===== src/hs_params.svh =====
/*
  Constants of the humidity sensor two-wire command port: bus address,
  command codes, configuration defaults, checksum and result formats.
  Assumes inclusion by its bare name from the checksum unit and the top module.
*/
`ifndef HS_PARAMS_SVH
`define HS_PARAMS_SVH

// Bus address, upper six bits
`define ADDR_BASE 6'h20

// Command codes
`define CMD_HUM_HOLD 8'he5
`define CMD_HUM_POLL 8'hf5
`define CMD_TEMP_HOLD 8'he3
`define CMD_TEMP_POLL 8'hf3
`define CMD_AUX 8'hee
`define CMD_LAST_TEMP 8'he0
`define CMD_RESET 8'hfe
`define CMD_WR_REG2 8'h50
`define CMD_RD_REG2 8'h10
`define CMD_WR_REG1 8'he6
`define CMD_RD_REG1 8'he7
`define CMD_WR_REG3 8'h51
`define CMD_RD_REG3 8'h11
`define CMD_WR_COEF 8'hc5
`define CMD_RD_COEF 8'h84
`define CMD_ID1 8'hfa
`define CMD_ID2 8'hfc
`define SUB_ID1 8'h0f
`define SUB_ID2 8'hc9
`define SUB_FW 8'hb8

// Configuration defaults and fields
`define REG1_RESET 8'h00
`define REG2_RESET 8'h00
`define REG3_RESET 8'h00
`define REG2_POLL_BIT 6

// Coefficient location range
`define COEF_LO 8'h82
`define COEF_HI 8'hb7

// Checksum
`define CRC_POLY 8'h31
`define CRC_INIT 8'h00

// Result tails
`define HUM_TAIL 2'b10
`define TEMP_TAIL 2'b00

`endif


===== src/hs_pkg.sv =====
/*
  Types of the humidity sensor command port: bus state machine, read
  source selection and conversion kind.
  Assumes the constants header is on the include path.
*/
package hs_pkg;

  typedef enum logic [5:0] {
    ST_IDLE = 6'b000001,
    ST_RX = 6'b000010,
    ST_RACK = 6'b000100,
    ST_TX = 6'b001000,
    ST_TACK = 6'b010000,
    ST_HOLD = 6'b100000
  } fsm_type;

  typedef enum logic [3:0] {
    SEL_NONE = 4'h0,
    SEL_HUM = 4'h1,
    SEL_TEMP = 4'h2,
    SEL_AUX = 4'h3,
    SEL_LAST_T = 4'h4,
    SEL_REG1 = 4'h5,
    SEL_REG2 = 4'h6,
    SEL_REG3 = 4'h7,
    SEL_COEF = 4'h8,
    SEL_FW = 4'h9,
    SEL_ID1 = 4'ha,
    SEL_ID2 = 4'hb
  } rsel_type;

  typedef enum logic [1:0] {
    CONV_HUM = 2'h0,
    CONV_TEMP = 2'h1,
    CONV_AUX = 2'h2
  } conv_type;

endpackage : hs_pkg


===== src/crc_if.sv =====
/*
  Carrier between the command port and its checksum unit.
  Assumes both ends run on the same clock.
*/
`timescale 1ns/1ps
interface crc_if;
  logic clr;
  logic upd;
  logic [7:0] data;
  logic [7:0] value;

  modport engine (output clr, output upd, output data, input value);
  modport unit (input clr, input upd, input data, output value);
endinterface : crc_if


===== src/crc8_unit.sv =====
/*
  Byte-wide checksum accumulator for returned data bytes.
  Assumes clr and upd are one-cycle strobes from the command port.
*/
`timescale 1ns/1ps
module crc8_unit
  import hs_pkg::*;
(
  // Clock and reset
  input wire logic core_clk,
  input wire logic rst,
  // Checksum carrier
  crc_if.unit cif
);
  `include "hs_params.svh"

  logic [7:0] crc_q;

  function automatic logic [7:0] crc_step(input logic [7:0] c,
                                          input logic [7:0] d);
    logic [7:0] r;
    r = c ^ d;
    for (int i = 0; i < 8; i++) begin
      r = r[7] ? ((r << 1) ^ `CRC_POLY) : (r << 1);
    end
    return r;
  endfunction : crc_step

  always_ff @(posedge core_clk or posedge rst) begin
    if (rst) begin
      crc_q <= `CRC_INIT;
    end else if (cif.upd) begin
      crc_q <= crc_step(cif.clr ? `CRC_INIT : crc_q, cif.data);
    end
  end

  assign cif.value = crc_q;

endmodule : crc8_unit


===== src/humidity_sensor_i2c_command_port.sv =====
/*
  Two-wire target port and command interpreter of the humidity sensor.
  Assumes SCL and SDA arrive synchronous to core_clk and are oversampled
  well above the bus rate; the front end pulses conv_done with results.
*/
`timescale 1ns/1ps
module humidity_sensor_i2c_command_port
  import hs_pkg::*;
#(
  parameter logic [31:0] ID1_WORD = 32'h01020304, // arbitrary value
  parameter logic [31:0] ID2_WORD = 32'h05060708, // arbitrary value
  parameter logic [7:0] FW_REV = 8'h11, // arbitrary value
  parameter int ID_BYTES = 4
)(
  // Clock and reset
  input wire logic core_clk,
  input wire logic rst,
  // Two-wire bus
  input wire logic scl_in,
  output logic scl_out,
  output logic scl_oe,
  input wire logic sda_in,
  output logic sda_out,
  output logic sda_oe,
  input wire logic address_select_pin,
  // Conversion front end
  output logic conv_start,
  output conv_type conv_kind,
  output logic conv_abort,
  input wire logic conv_done,
  input wire logic [15:0] conv_result,
  input wire logic [15:0] conv_comp_temp,
  // Coefficient memory
  output logic coef_wr,
  output logic [7:0] coef_addr,
  output logic [7:0] coef_wdata,
  input wire logic [7:0] coef_rdata,
  // Configuration
  output logic [7:0] user_reg1,
  output logic [7:0] user_reg2,
  output logic [7:0] user_reg3
);
  `include "hs_params.svh"

  if (ID_BYTES < 1 || ID_BYTES > 4) begin : g_bad_id
    $error("ID_BYTES must lie between 1 and 4");
  end

  localparam logic [2:0] ID_LEN = 3'(ID_BYTES);

  fsm_type state_q;
  rsel_type rd_sel_q;
  conv_type kind_q;
  logic scl_prev_q, sda_prev_q;
  logic [3:0] bit_cnt_q;
  logic [7:0] shift_q;
  logic [1:0] byte_idx_q;
  logic ack_q, rd_xfer_q, mack_q, crc_pend_q;
  logic [31:0] tx_buf_q;
  logic [2:0] tx_left_q;
  logic sda_oe_q, scl_oe_q;
  logic busy_q, poll_q, start_q, abort_q;
  logic [15:0] result_q, last_temp_q;
  logic [7:0] cmd_q, reg1_q, reg2_q, reg3_q;
  logic [7:0] caddr_q, cdata_q;
  logic cwr_q;

  logic scl_rise, scl_fall, start_seen, stop_seen;
  logic byte_done, cmd_strobe, arg_strobe, data_strobe;
  logic addr_hit, addr_ok, rx_ack, src_wait;
  logic load_first, load_next, load_crc;
  logic [31:0] src_word;
  logic [2:0] src_len;
  logic src_crc;

  crc_if cif ();

  crc8_unit u_crc (
    .core_clk(core_clk),
    .rst(rst),
    .cif(cif)
  );

  // Bus events
  assign scl_rise = scl_in & ~scl_prev_q;
  assign scl_fall = ~scl_in & scl_prev_q;
  assign start_seen = scl_in & scl_prev_q & sda_prev_q & ~sda_in;
  assign stop_seen = scl_in & scl_prev_q & ~sda_prev_q & sda_in;
  assign byte_done = (state_q == ST_RX) && scl_fall && (bit_cnt_q == 4'h8);
  assign cmd_strobe = byte_done && (byte_idx_q == 2'h1);
  assign arg_strobe = byte_done && (byte_idx_q == 2'h2);
  assign data_strobe = byte_done && (byte_idx_q == 2'h3);

  assign addr_hit = shift_q[7:1] == {`ADDR_BASE, address_select_pin};
  assign addr_ok = addr_hit & ~(shift_q[0] & poll_q & busy_q);
  assign rx_ack = (byte_idx_q == 2'h0) ? addr_ok : 1'b1;

  assign src_wait = busy_q &&
    (rd_sel_q == SEL_HUM || rd_sel_q == SEL_TEMP || rd_sel_q == SEL_AUX);

  assign load_first =
    ((state_q == ST_RACK) && scl_fall && ack_q && rd_xfer_q && !src_wait) ||
    ((state_q == ST_HOLD) && !busy_q);
  assign load_next = (state_q == ST_TACK) && scl_fall && mack_q &&
    (tx_left_q > 3'h1);
  assign load_crc = (state_q == ST_TACK) && scl_fall && mack_q &&
    (tx_left_q == 3'h1) && crc_pend_q;

  assign cif.clr = load_first;
  assign cif.upd = load_first | load_next;
  assign cif.data = load_first ? src_word[31:24] : tx_buf_q[23:16];

  // Read source selection
  always_comb begin
    src_word = 32'h0;
    src_len = 3'h1;
    src_crc = 1'b0;
    unique case (rd_sel_q)
      SEL_HUM, SEL_TEMP: begin
        src_word = {result_q, 16'h0};
        src_len = 3'h2;
        src_crc = 1'b1;
      end
      SEL_AUX: begin
        src_word = {result_q, 16'h0};
        src_len = 3'h2;
      end
      SEL_LAST_T: begin
        src_word = {last_temp_q, 16'h0};
        src_len = 3'h2;
      end
      SEL_REG1: src_word = {reg1_q, 24'h0};
      SEL_REG2: src_word = {reg2_q, 24'h0};
      SEL_REG3: src_word = {reg3_q, 24'h0};
      SEL_COEF: src_word = {coef_rdata, 24'h0};
      SEL_FW: src_word = {FW_REV, 24'h0};
      SEL_ID1: begin
        src_word = ID1_WORD;
        src_len = ID_LEN;
        src_crc = 1'b1;
      end
      SEL_ID2: begin
        src_word = ID2_WORD;
        src_len = ID_LEN;
        src_crc = 1'b1;
      end
      SEL_NONE: src_word = 32'h0;
    endcase
  end

  // Bus sampling
  always_ff @(posedge core_clk or posedge rst) begin
    if (rst) begin
      scl_prev_q <= 1'b1;
      sda_prev_q <= 1'b1;
    end else begin
      scl_prev_q <= scl_in;
      sda_prev_q <= sda_in;
    end
  end

  // Byte engine
  always_ff @(posedge core_clk or posedge rst) begin
    if (rst) begin
      state_q <= ST_IDLE;
      bit_cnt_q <= 4'h0;
      shift_q <= 8'h0;
      byte_idx_q <= 2'h0;
      ack_q <= 1'b0;
      rd_xfer_q <= 1'b0;
      mack_q <= 1'b0;
      tx_buf_q <= 32'h0;
      tx_left_q <= 3'h0;
      crc_pend_q <= 1'b0;
      sda_oe_q <= 1'b0;
      scl_oe_q <= 1'b0;
    end else if (start_seen) begin
      state_q <= ST_RX;
      bit_cnt_q <= 4'h0;
      byte_idx_q <= 2'h0;
      rd_xfer_q <= 1'b0;
      sda_oe_q <= 1'b0;
      scl_oe_q <= 1'b0;
    end else if (stop_seen) begin
      state_q <= ST_IDLE;
      sda_oe_q <= 1'b0;
      scl_oe_q <= 1'b0;
    end else if (load_first || load_next || load_crc) begin
      state_q <= ST_TX;
      bit_cnt_q <= 4'h1;
      // hold clock while first bit settles, only when leaving ST_HOLD
      scl_oe_q <= (state_q == ST_HOLD);
      if (load_first) begin
        tx_buf_q <= src_word;
        tx_left_q <= src_len;
        crc_pend_q <= src_crc;
        sda_oe_q <= ~src_word[31];
        shift_q <= {src_word[30:24], 1'b0};
      end else if (load_next) begin
        tx_buf_q <= tx_buf_q << 8;
        tx_left_q <= tx_left_q - 3'h1;
        sda_oe_q <= ~tx_buf_q[23];
        shift_q <= {tx_buf_q[22:16], 1'b0};
      end else begin
        crc_pend_q <= 1'b0;
        sda_oe_q <= ~cif.value[7];
        shift_q <= {cif.value[6:0], 1'b0};
      end
    end else begin
      unique case (state_q)
        ST_IDLE: begin
          sda_oe_q <= 1'b0;
        end
        ST_RX: begin
          if (scl_rise) begin
            shift_q <= {shift_q[6:0], sda_in};
            bit_cnt_q <= bit_cnt_q + 4'h1;
          end else if (byte_done) begin
            ack_q <= rx_ack;
            sda_oe_q <= rx_ack;
            state_q <= ST_RACK;
            bit_cnt_q <= 4'h0;
            if (byte_idx_q != 2'h3) begin
              byte_idx_q <= byte_idx_q + 2'h1;
            end
            if (byte_idx_q == 2'h0) begin
              rd_xfer_q <= shift_q[0] & addr_ok;
            end
          end
        end
        ST_RACK: begin
          if (scl_fall) begin
            sda_oe_q <= 1'b0;
            if (!ack_q) begin
              state_q <= ST_IDLE;
            end else if (rd_xfer_q) begin
              state_q <= ST_HOLD;
              scl_oe_q <= 1'b1;
            end else begin
              state_q <= ST_RX;
            end
          end
        end
        ST_TX: begin
          scl_oe_q <= 1'b0;
          if (scl_fall) begin
            if (bit_cnt_q == 4'h8) begin
              sda_oe_q <= 1'b0;
              state_q <= ST_TACK;
            end else begin
              sda_oe_q <= ~shift_q[7];
              shift_q <= {shift_q[6:0], 1'b0};
              bit_cnt_q <= bit_cnt_q + 4'h1;
            end
          end
        end
        ST_TACK: begin
          if (scl_rise) begin
            mack_q <= ~sda_in;
          end else if (scl_fall) begin
            state_q <= ST_IDLE;
          end
        end
        ST_HOLD: begin
          scl_oe_q <= 1'b1;
        end
      endcase
    end
  end

  // Command decode and configuration
  always_ff @(posedge core_clk or posedge rst) begin
    if (rst) begin
      cmd_q <= 8'h0;
      rd_sel_q <= SEL_NONE;
      reg1_q <= `REG1_RESET;
      reg2_q <= `REG2_RESET;
      reg3_q <= `REG3_RESET;
      caddr_q <= 8'h0;
      cdata_q <= 8'h0;
      cwr_q <= 1'b0;
    end else begin
      cwr_q <= 1'b0;
      if (cmd_strobe) begin
        cmd_q <= shift_q;
        unique case (shift_q)
          `CMD_HUM_HOLD, `CMD_HUM_POLL: rd_sel_q <= SEL_HUM;
          `CMD_TEMP_HOLD, `CMD_TEMP_POLL: rd_sel_q <= SEL_TEMP;
          `CMD_AUX: rd_sel_q <= SEL_AUX;
          `CMD_LAST_TEMP: rd_sel_q <= SEL_LAST_T;
          `CMD_RD_REG2: rd_sel_q <= SEL_REG2;
          `CMD_RD_REG1: rd_sel_q <= SEL_REG1;
          `CMD_RD_REG3: rd_sel_q <= SEL_REG3;
          `CMD_RESET: begin
            reg1_q <= `REG1_RESET;
            reg2_q <= `REG2_RESET;
            reg3_q <= `REG3_RESET;
            rd_sel_q <= SEL_NONE;
          end
          default: rd_sel_q <= SEL_NONE;
        endcase
      end
      if (arg_strobe) begin
        unique case (cmd_q)
          `CMD_WR_REG2: reg2_q <= shift_q;
          `CMD_WR_REG1: reg1_q <= shift_q;
          `CMD_WR_REG3: reg3_q <= shift_q;
          `CMD_WR_COEF: caddr_q <= shift_q;
          `CMD_RD_COEF: begin
            caddr_q <= shift_q;
            rd_sel_q <= (shift_q == `SUB_FW) ? SEL_FW : SEL_COEF;
          end
          `CMD_ID1: begin
            if (shift_q == `SUB_ID1) begin
              rd_sel_q <= SEL_ID1;
            end
          end
          `CMD_ID2: begin
            if (shift_q == `SUB_ID2) begin
              rd_sel_q <= SEL_ID2;
            end
          end
          default: cdata_q <= cdata_q;
        endcase
      end
      if (data_strobe && cmd_q == `CMD_WR_COEF &&
          caddr_q >= `COEF_LO && caddr_q <= `COEF_HI) begin
        cdata_q <= shift_q;
        cwr_q <= 1'b1;
      end
    end
  end

  // Conversion tracking
  always_ff @(posedge core_clk or posedge rst) begin
    if (rst) begin
      busy_q <= 1'b0;
      poll_q <= 1'b0;
      start_q <= 1'b0;
      abort_q <= 1'b0;
      kind_q <= CONV_HUM;
    end else begin
      start_q <= 1'b0;
      abort_q <= 1'b0;
      if (conv_done) begin
        busy_q <= 1'b0;
      end
      if (cmd_strobe) begin
        unique case (shift_q)
          `CMD_HUM_HOLD, `CMD_HUM_POLL: begin
            start_q <= 1'b1;
            busy_q <= 1'b1;
            kind_q <= CONV_HUM;
            poll_q <= shift_q == `CMD_HUM_POLL;
          end
          `CMD_TEMP_HOLD, `CMD_TEMP_POLL: begin
            start_q <= 1'b1;
            busy_q <= 1'b1;
            kind_q <= CONV_TEMP;
            poll_q <= shift_q == `CMD_TEMP_POLL;
          end
          `CMD_AUX: begin
            start_q <= 1'b1;
            busy_q <= 1'b1;
            kind_q <= CONV_AUX;
            poll_q <= reg2_q[`REG2_POLL_BIT];
          end
          `CMD_RESET: begin
            abort_q <= 1'b1;
            busy_q <= 1'b0;
            poll_q <= 1'b0;
          end
          default: busy_q <= busy_q & ~conv_done;
        endcase
      end
    end
  end

  // Result capture
  always_ff @(posedge core_clk or posedge rst) begin
    if (rst) begin
      result_q <= 16'h0;
      last_temp_q <= 16'h0;
    end else if (conv_done && busy_q) begin
      unique case (kind_q)
        CONV_HUM: begin
          result_q <= {conv_result[15:2], `HUM_TAIL};
          last_temp_q <= {conv_comp_temp[15:2], `TEMP_TAIL};
        end
        CONV_TEMP: result_q <= {conv_result[15:2], `TEMP_TAIL};
        CONV_AUX: result_q <= conv_result;
      endcase
    end
  end

  assign scl_out = 1'b0;
  assign sda_out = 1'b0;
  assign scl_oe = scl_oe_q;
  assign sda_oe = sda_oe_q;
  assign conv_start = start_q;
  assign conv_kind = kind_q;
  assign conv_abort = abort_q;
  assign coef_wr = cwr_q;
  assign coef_addr = caddr_q;
  assign coef_wdata = cdata_q;
  assign user_reg1 = reg1_q;
  assign user_reg2 = reg2_q;
  assign user_reg3 = reg3_q;

endmodule : humidity_sensor_i2c_command_port


===== config.mk =====
export PLATFORM = sky130hd
export DESIGN_NAME = humidity_sensor_i2c_command_port
export DESIGN_NICKNAME = d
export VERILOG_FILES = /design/src/hs_pkg.sv /design/src/crc_if.sv /design/src/crc8_unit.sv /design/src/humidity_sensor_i2c_command_port.sv
export VERILOG_INCLUDE_DIRS = /design/src
export SDC_FILE = /design/constraint.sdc
export NUM_CORES = 1
export LEC_CHECK = 0
export ABC_AREA = 1
export BUFFER_PORTS_ARGS = -buffer_cell sky130_fd_sc_hd__buf_2
export CAP_MARGIN = 40
export CORE_MARGIN = 2
export CORE_UTILIZATION = 35
export DETAILED_ROUTE_END_ITERATION = 8
export SLEW_MARGIN = 20
export SYNTH_ARGS = -nofsm -noshare
export SYNTH_HDL_FRONTEND = slang
export SYNTH_SLANG_ARGS = --single-unit

===== constraint.sdc =====
create_clock -name core_clk -period 5.7 [get_ports core_clk]
set_input_delay 0.855 -clock core_clk [delete_from_list [all_inputs] [get_ports core_clk]]
set_output_delay 0.855 -clock core_clk [all_outputs]
set_load 0.02 [all_outputs]

==> out/metrics.yaml <==
worst_setup_path:
  critical_path_class: "primary input to register"
  cp-startpoint: "conv_done"
  r2r_cells: 4
  cp-start-kind: "primary input"
  crit_required_ps: 6010
  arrival_ps: 3160
  path_max_fanout: 19
  rr_startpoint: "busy_q"
  r2r-end: "last_temp_q[4]"
  crit_path_end_kind: "register"
  r2r_setup_slack_ps: 2980
  crit_end: "last_temp_q[4]"
clock_tree:
  clockRootBuffer: "clkbuf_16"
  cts_buffers: 17
  post_cts_resized: 0
  clockBufferDepth: 2
  holdBufCountCts: 0
  htreeDepth: 4
  cts_tree: "yes"
  clock_latency_ps: 430
  path_clk_slew_ps: 70
  post_cts_buffers: 0
  clock-sinks: 141
power:
  p_leak_nw: 4.49
  power.density_nw_per_um2: 382
  swShare_pct: 38.7
  power_frac_seq_pct: 37.6
  internal-power_mw: 2.12
  fin_total_pwr_mw: 3.46
  comb_power_share_pct: 29.8
  clockPowerShare_pct: 32.6
  peakVddDrop_mv: 0.248
  p_switching_mw: 1.34
yosys:
  syn_inst: 976
  yosys_warnings: 0
  ys.flop_type: "dfrtp_1"
  async_reset_ff_share_pct: 100
  synth-seq-cells: 141
  ys_types: 58
  synthesis.area_um2: 7720
  synth.area.top_cells: "dfrtp_1, nand2_1, nand3_1"
  synth-edff-count: 0
  yosys.area.top_type: "dfrtp_1"
  synth_top_area_share_pct: 44.7
  syn_area_per_cell_um2: 7.91
  seq_area_frac_synth_pct: 45.7
finish:
  drive_gt1_share_pct: 18.9
  design_area_um2: 9070
  num_antenna_cells: 0
  area_delta_synth_final_pct: 17.5
  nets: 1121
  fillers: 2254
route:
  wl_per_cell_um: 16.2
  drt_wl_total_um: 22100
  vias: 6936
  avgViaCountPerCell: 5.10
  drc: 0
  ant_nets: 0
  drt_pass1_iterations: 5
  drt_first_iter_violations: 524
global_route:
  grt_max_degree: 86
  grt_overflow: 0
  grt_util_met2_pct: 30.9
  grt_pass1_vias: 6627
  grt_pass1_wl_um: 35700
  use_met3_pct: 3.47
  grt.busiest_layer: "met2"
  antenna_found_initial: 0
  grtUsageTotal_pct: 19.1
  use_met1_pct: 26.8
placement:
  io_buffer_count: 90
  gp_congestion: 0.883
  dpl_cell_area_um2: 8430
  post-dp-hpwl_um: 16000
sta:
  rsz0062_at_grt: "no"
  min_period_ps: 2850
  finalHoldViolCount: 0
  finalCritPeriodShare_pct: 50.0
  setup_viol: 0
  final_max_slew_viol_count: 0
  fmax_mhz: 351
  hold_ws_ps: 325
  fin_setup_tns_ps: 0
  max_slew_margin_pct: 49.6
  worst_pin_slew_ps: 755
  clock_skew_ps: 12.5
floorplanning:
  fp.dieW_um: 153
  fp.coreArea_um2: 21800
  num_rows: 54
  pin_count: 95
  fp.dieArea_um2: 23300
  floorplan.initialDensity_pct: 35.5
  die_h_um: 153
run_status:
  status: "finished clean"
run:
  cap_viol_max_count: 0
min_path:
  hp-class: "primary input to asynchronous set/reset pin"
[layout by cell type, fill, tap and decap left out, types with 19 or more instances in the layout]
cell	synthesis	layout
buf_2	7	90
nand3_1	88	88
o21ai_1	19	19
nand2_1	239	239
inv_1	98	97
dfrtp_1	138	138
inv_2	19	19
o21ai_0	86	86
nor2_1	75	75
a21oi_1	32	32
[metal layers]
| metal | up-vias | wire [um] |
|---|---|---|
| li1 | 3426 | - |
| met1 | 3313 | 10600 |
| met2 | 182 | 10400 |
| met3 | 15 | 853 |
| met4 | 0 | 251 |
| met5 | - | 0 |
[flip-flops by register name, summed over array words and instances, names as in the netlist, 2 cells and up]
name	cells
result_q	16
last_temp_q	14
tx_buf_q	13
cmd_q	8
coef_addr	8
coef_wdata	8
shift_q	8
u_crc.cif.value	8
user_reg1	8
user_reg2	8
user_reg3	8
state_q	6
bit_cnt_q	4
rd_sel_q	4
tx_left_q	3
byte_idx_q	2
conv_kind	2
[worst max-delay path, stage by stage]
cell and delay [ps]:
buf_2 120, nand2_1 410, clkinv_1 590, nand2_1 770, mux2_2 410
[layout make-up]
class | count | area (um^2) | share of cell area [%]
multi-input cells | 691 | 3610 | 39.8
flip-flops and latches | 141 | 3530 | 38.9
repair buffers | 96 | 519 | 5.72
inverters | 120 | 465 | 5.13
clock buffers | 17 | 425 | 4.69
well taps | 280 | 350 | 3.86
clock inverters | 15 | 170 | 1.88
[Yosys cell counts (6+ instances only)]
| cell type | n |
|---|---|
| clkbuf_1 | 15 |
| xor2_1 | 6 |
| o211ai_1 | 10 |
| o21ai_0 | 86 |
| ha_1 | 8 |
| nor3_1 | 13 |
| o21ai_2 | 7 |
| nand4_1 | 15 |
| a21oi_1 | 32 |
| o21ai_1 | 19 |
| nand3_1 | 88 |
| nand2_1 | 239 |
| buf_2 | 7 |
| mux2_2 | 12 |
| inv_1 | 98 |
| a22oi_1 | 6 |
| dfrtp_1 | 138 |
| nor2_2 | 6 |
| inv_2 | 19 |
| nor4_1 | 6 |
| nor2_1 | 75 |
[power groups by stage]
stage          logic [mW]  clock network (mW)  registers, mW
2_1_floorplan       0.792                   0           1.28
3_3_place_gp         1.01                   0           1.31
3_5_place_dp         1.03                   0           1.32
4_1_cts              1.03                1.15           1.30
5_1_grt              1.17                1.19           1.32
6_report             1.03                1.13           1.30
[logic make-up after synthesis]
logic type                 count (synthesis)  synth area share (%)
and+or+nand+nor                          472                  28.3
AOI/OAI and AO/OA                        190                  14.5
buffers and inverters                    145                  7.54
DFF                                      141                  45.7
muxes                                     12                  1.75
adders and majority gates                  8                  1.30
xor gates and xnor gates                   7                 0.794
other                                      1                0.0486
[worst min path at each step]
stage / cells past startpoint / startpoint / slack, ps / endpoint
2_1_floorplan: 2 / result_q[14] / 440 / result_q[14]
3_5_place_dp: 2 / state_q[2] / 470 / state_q[2]
4_1_cts: 2 / state_q[2] / 480 / state_q[2]
5_1_grt: 2 / rst / 310 / coef_addr[0]
6_report: 2 / rst / 320 / coef_addr[0]
3_3_place_gp: 2 / state_q[2] / 460 / state_q[2]
[stage by stage]
step	setup WS, ps	utilization (%)	instances
global route	2620	41.7	1360
CTS	2780	41.5	1357
detailed placement	2340	38.8	1325
global placement	2360	38.7	1324
floorplan	1070	-	977
finish	2850	41.7	1360
(Power assumes the default switching activity.)
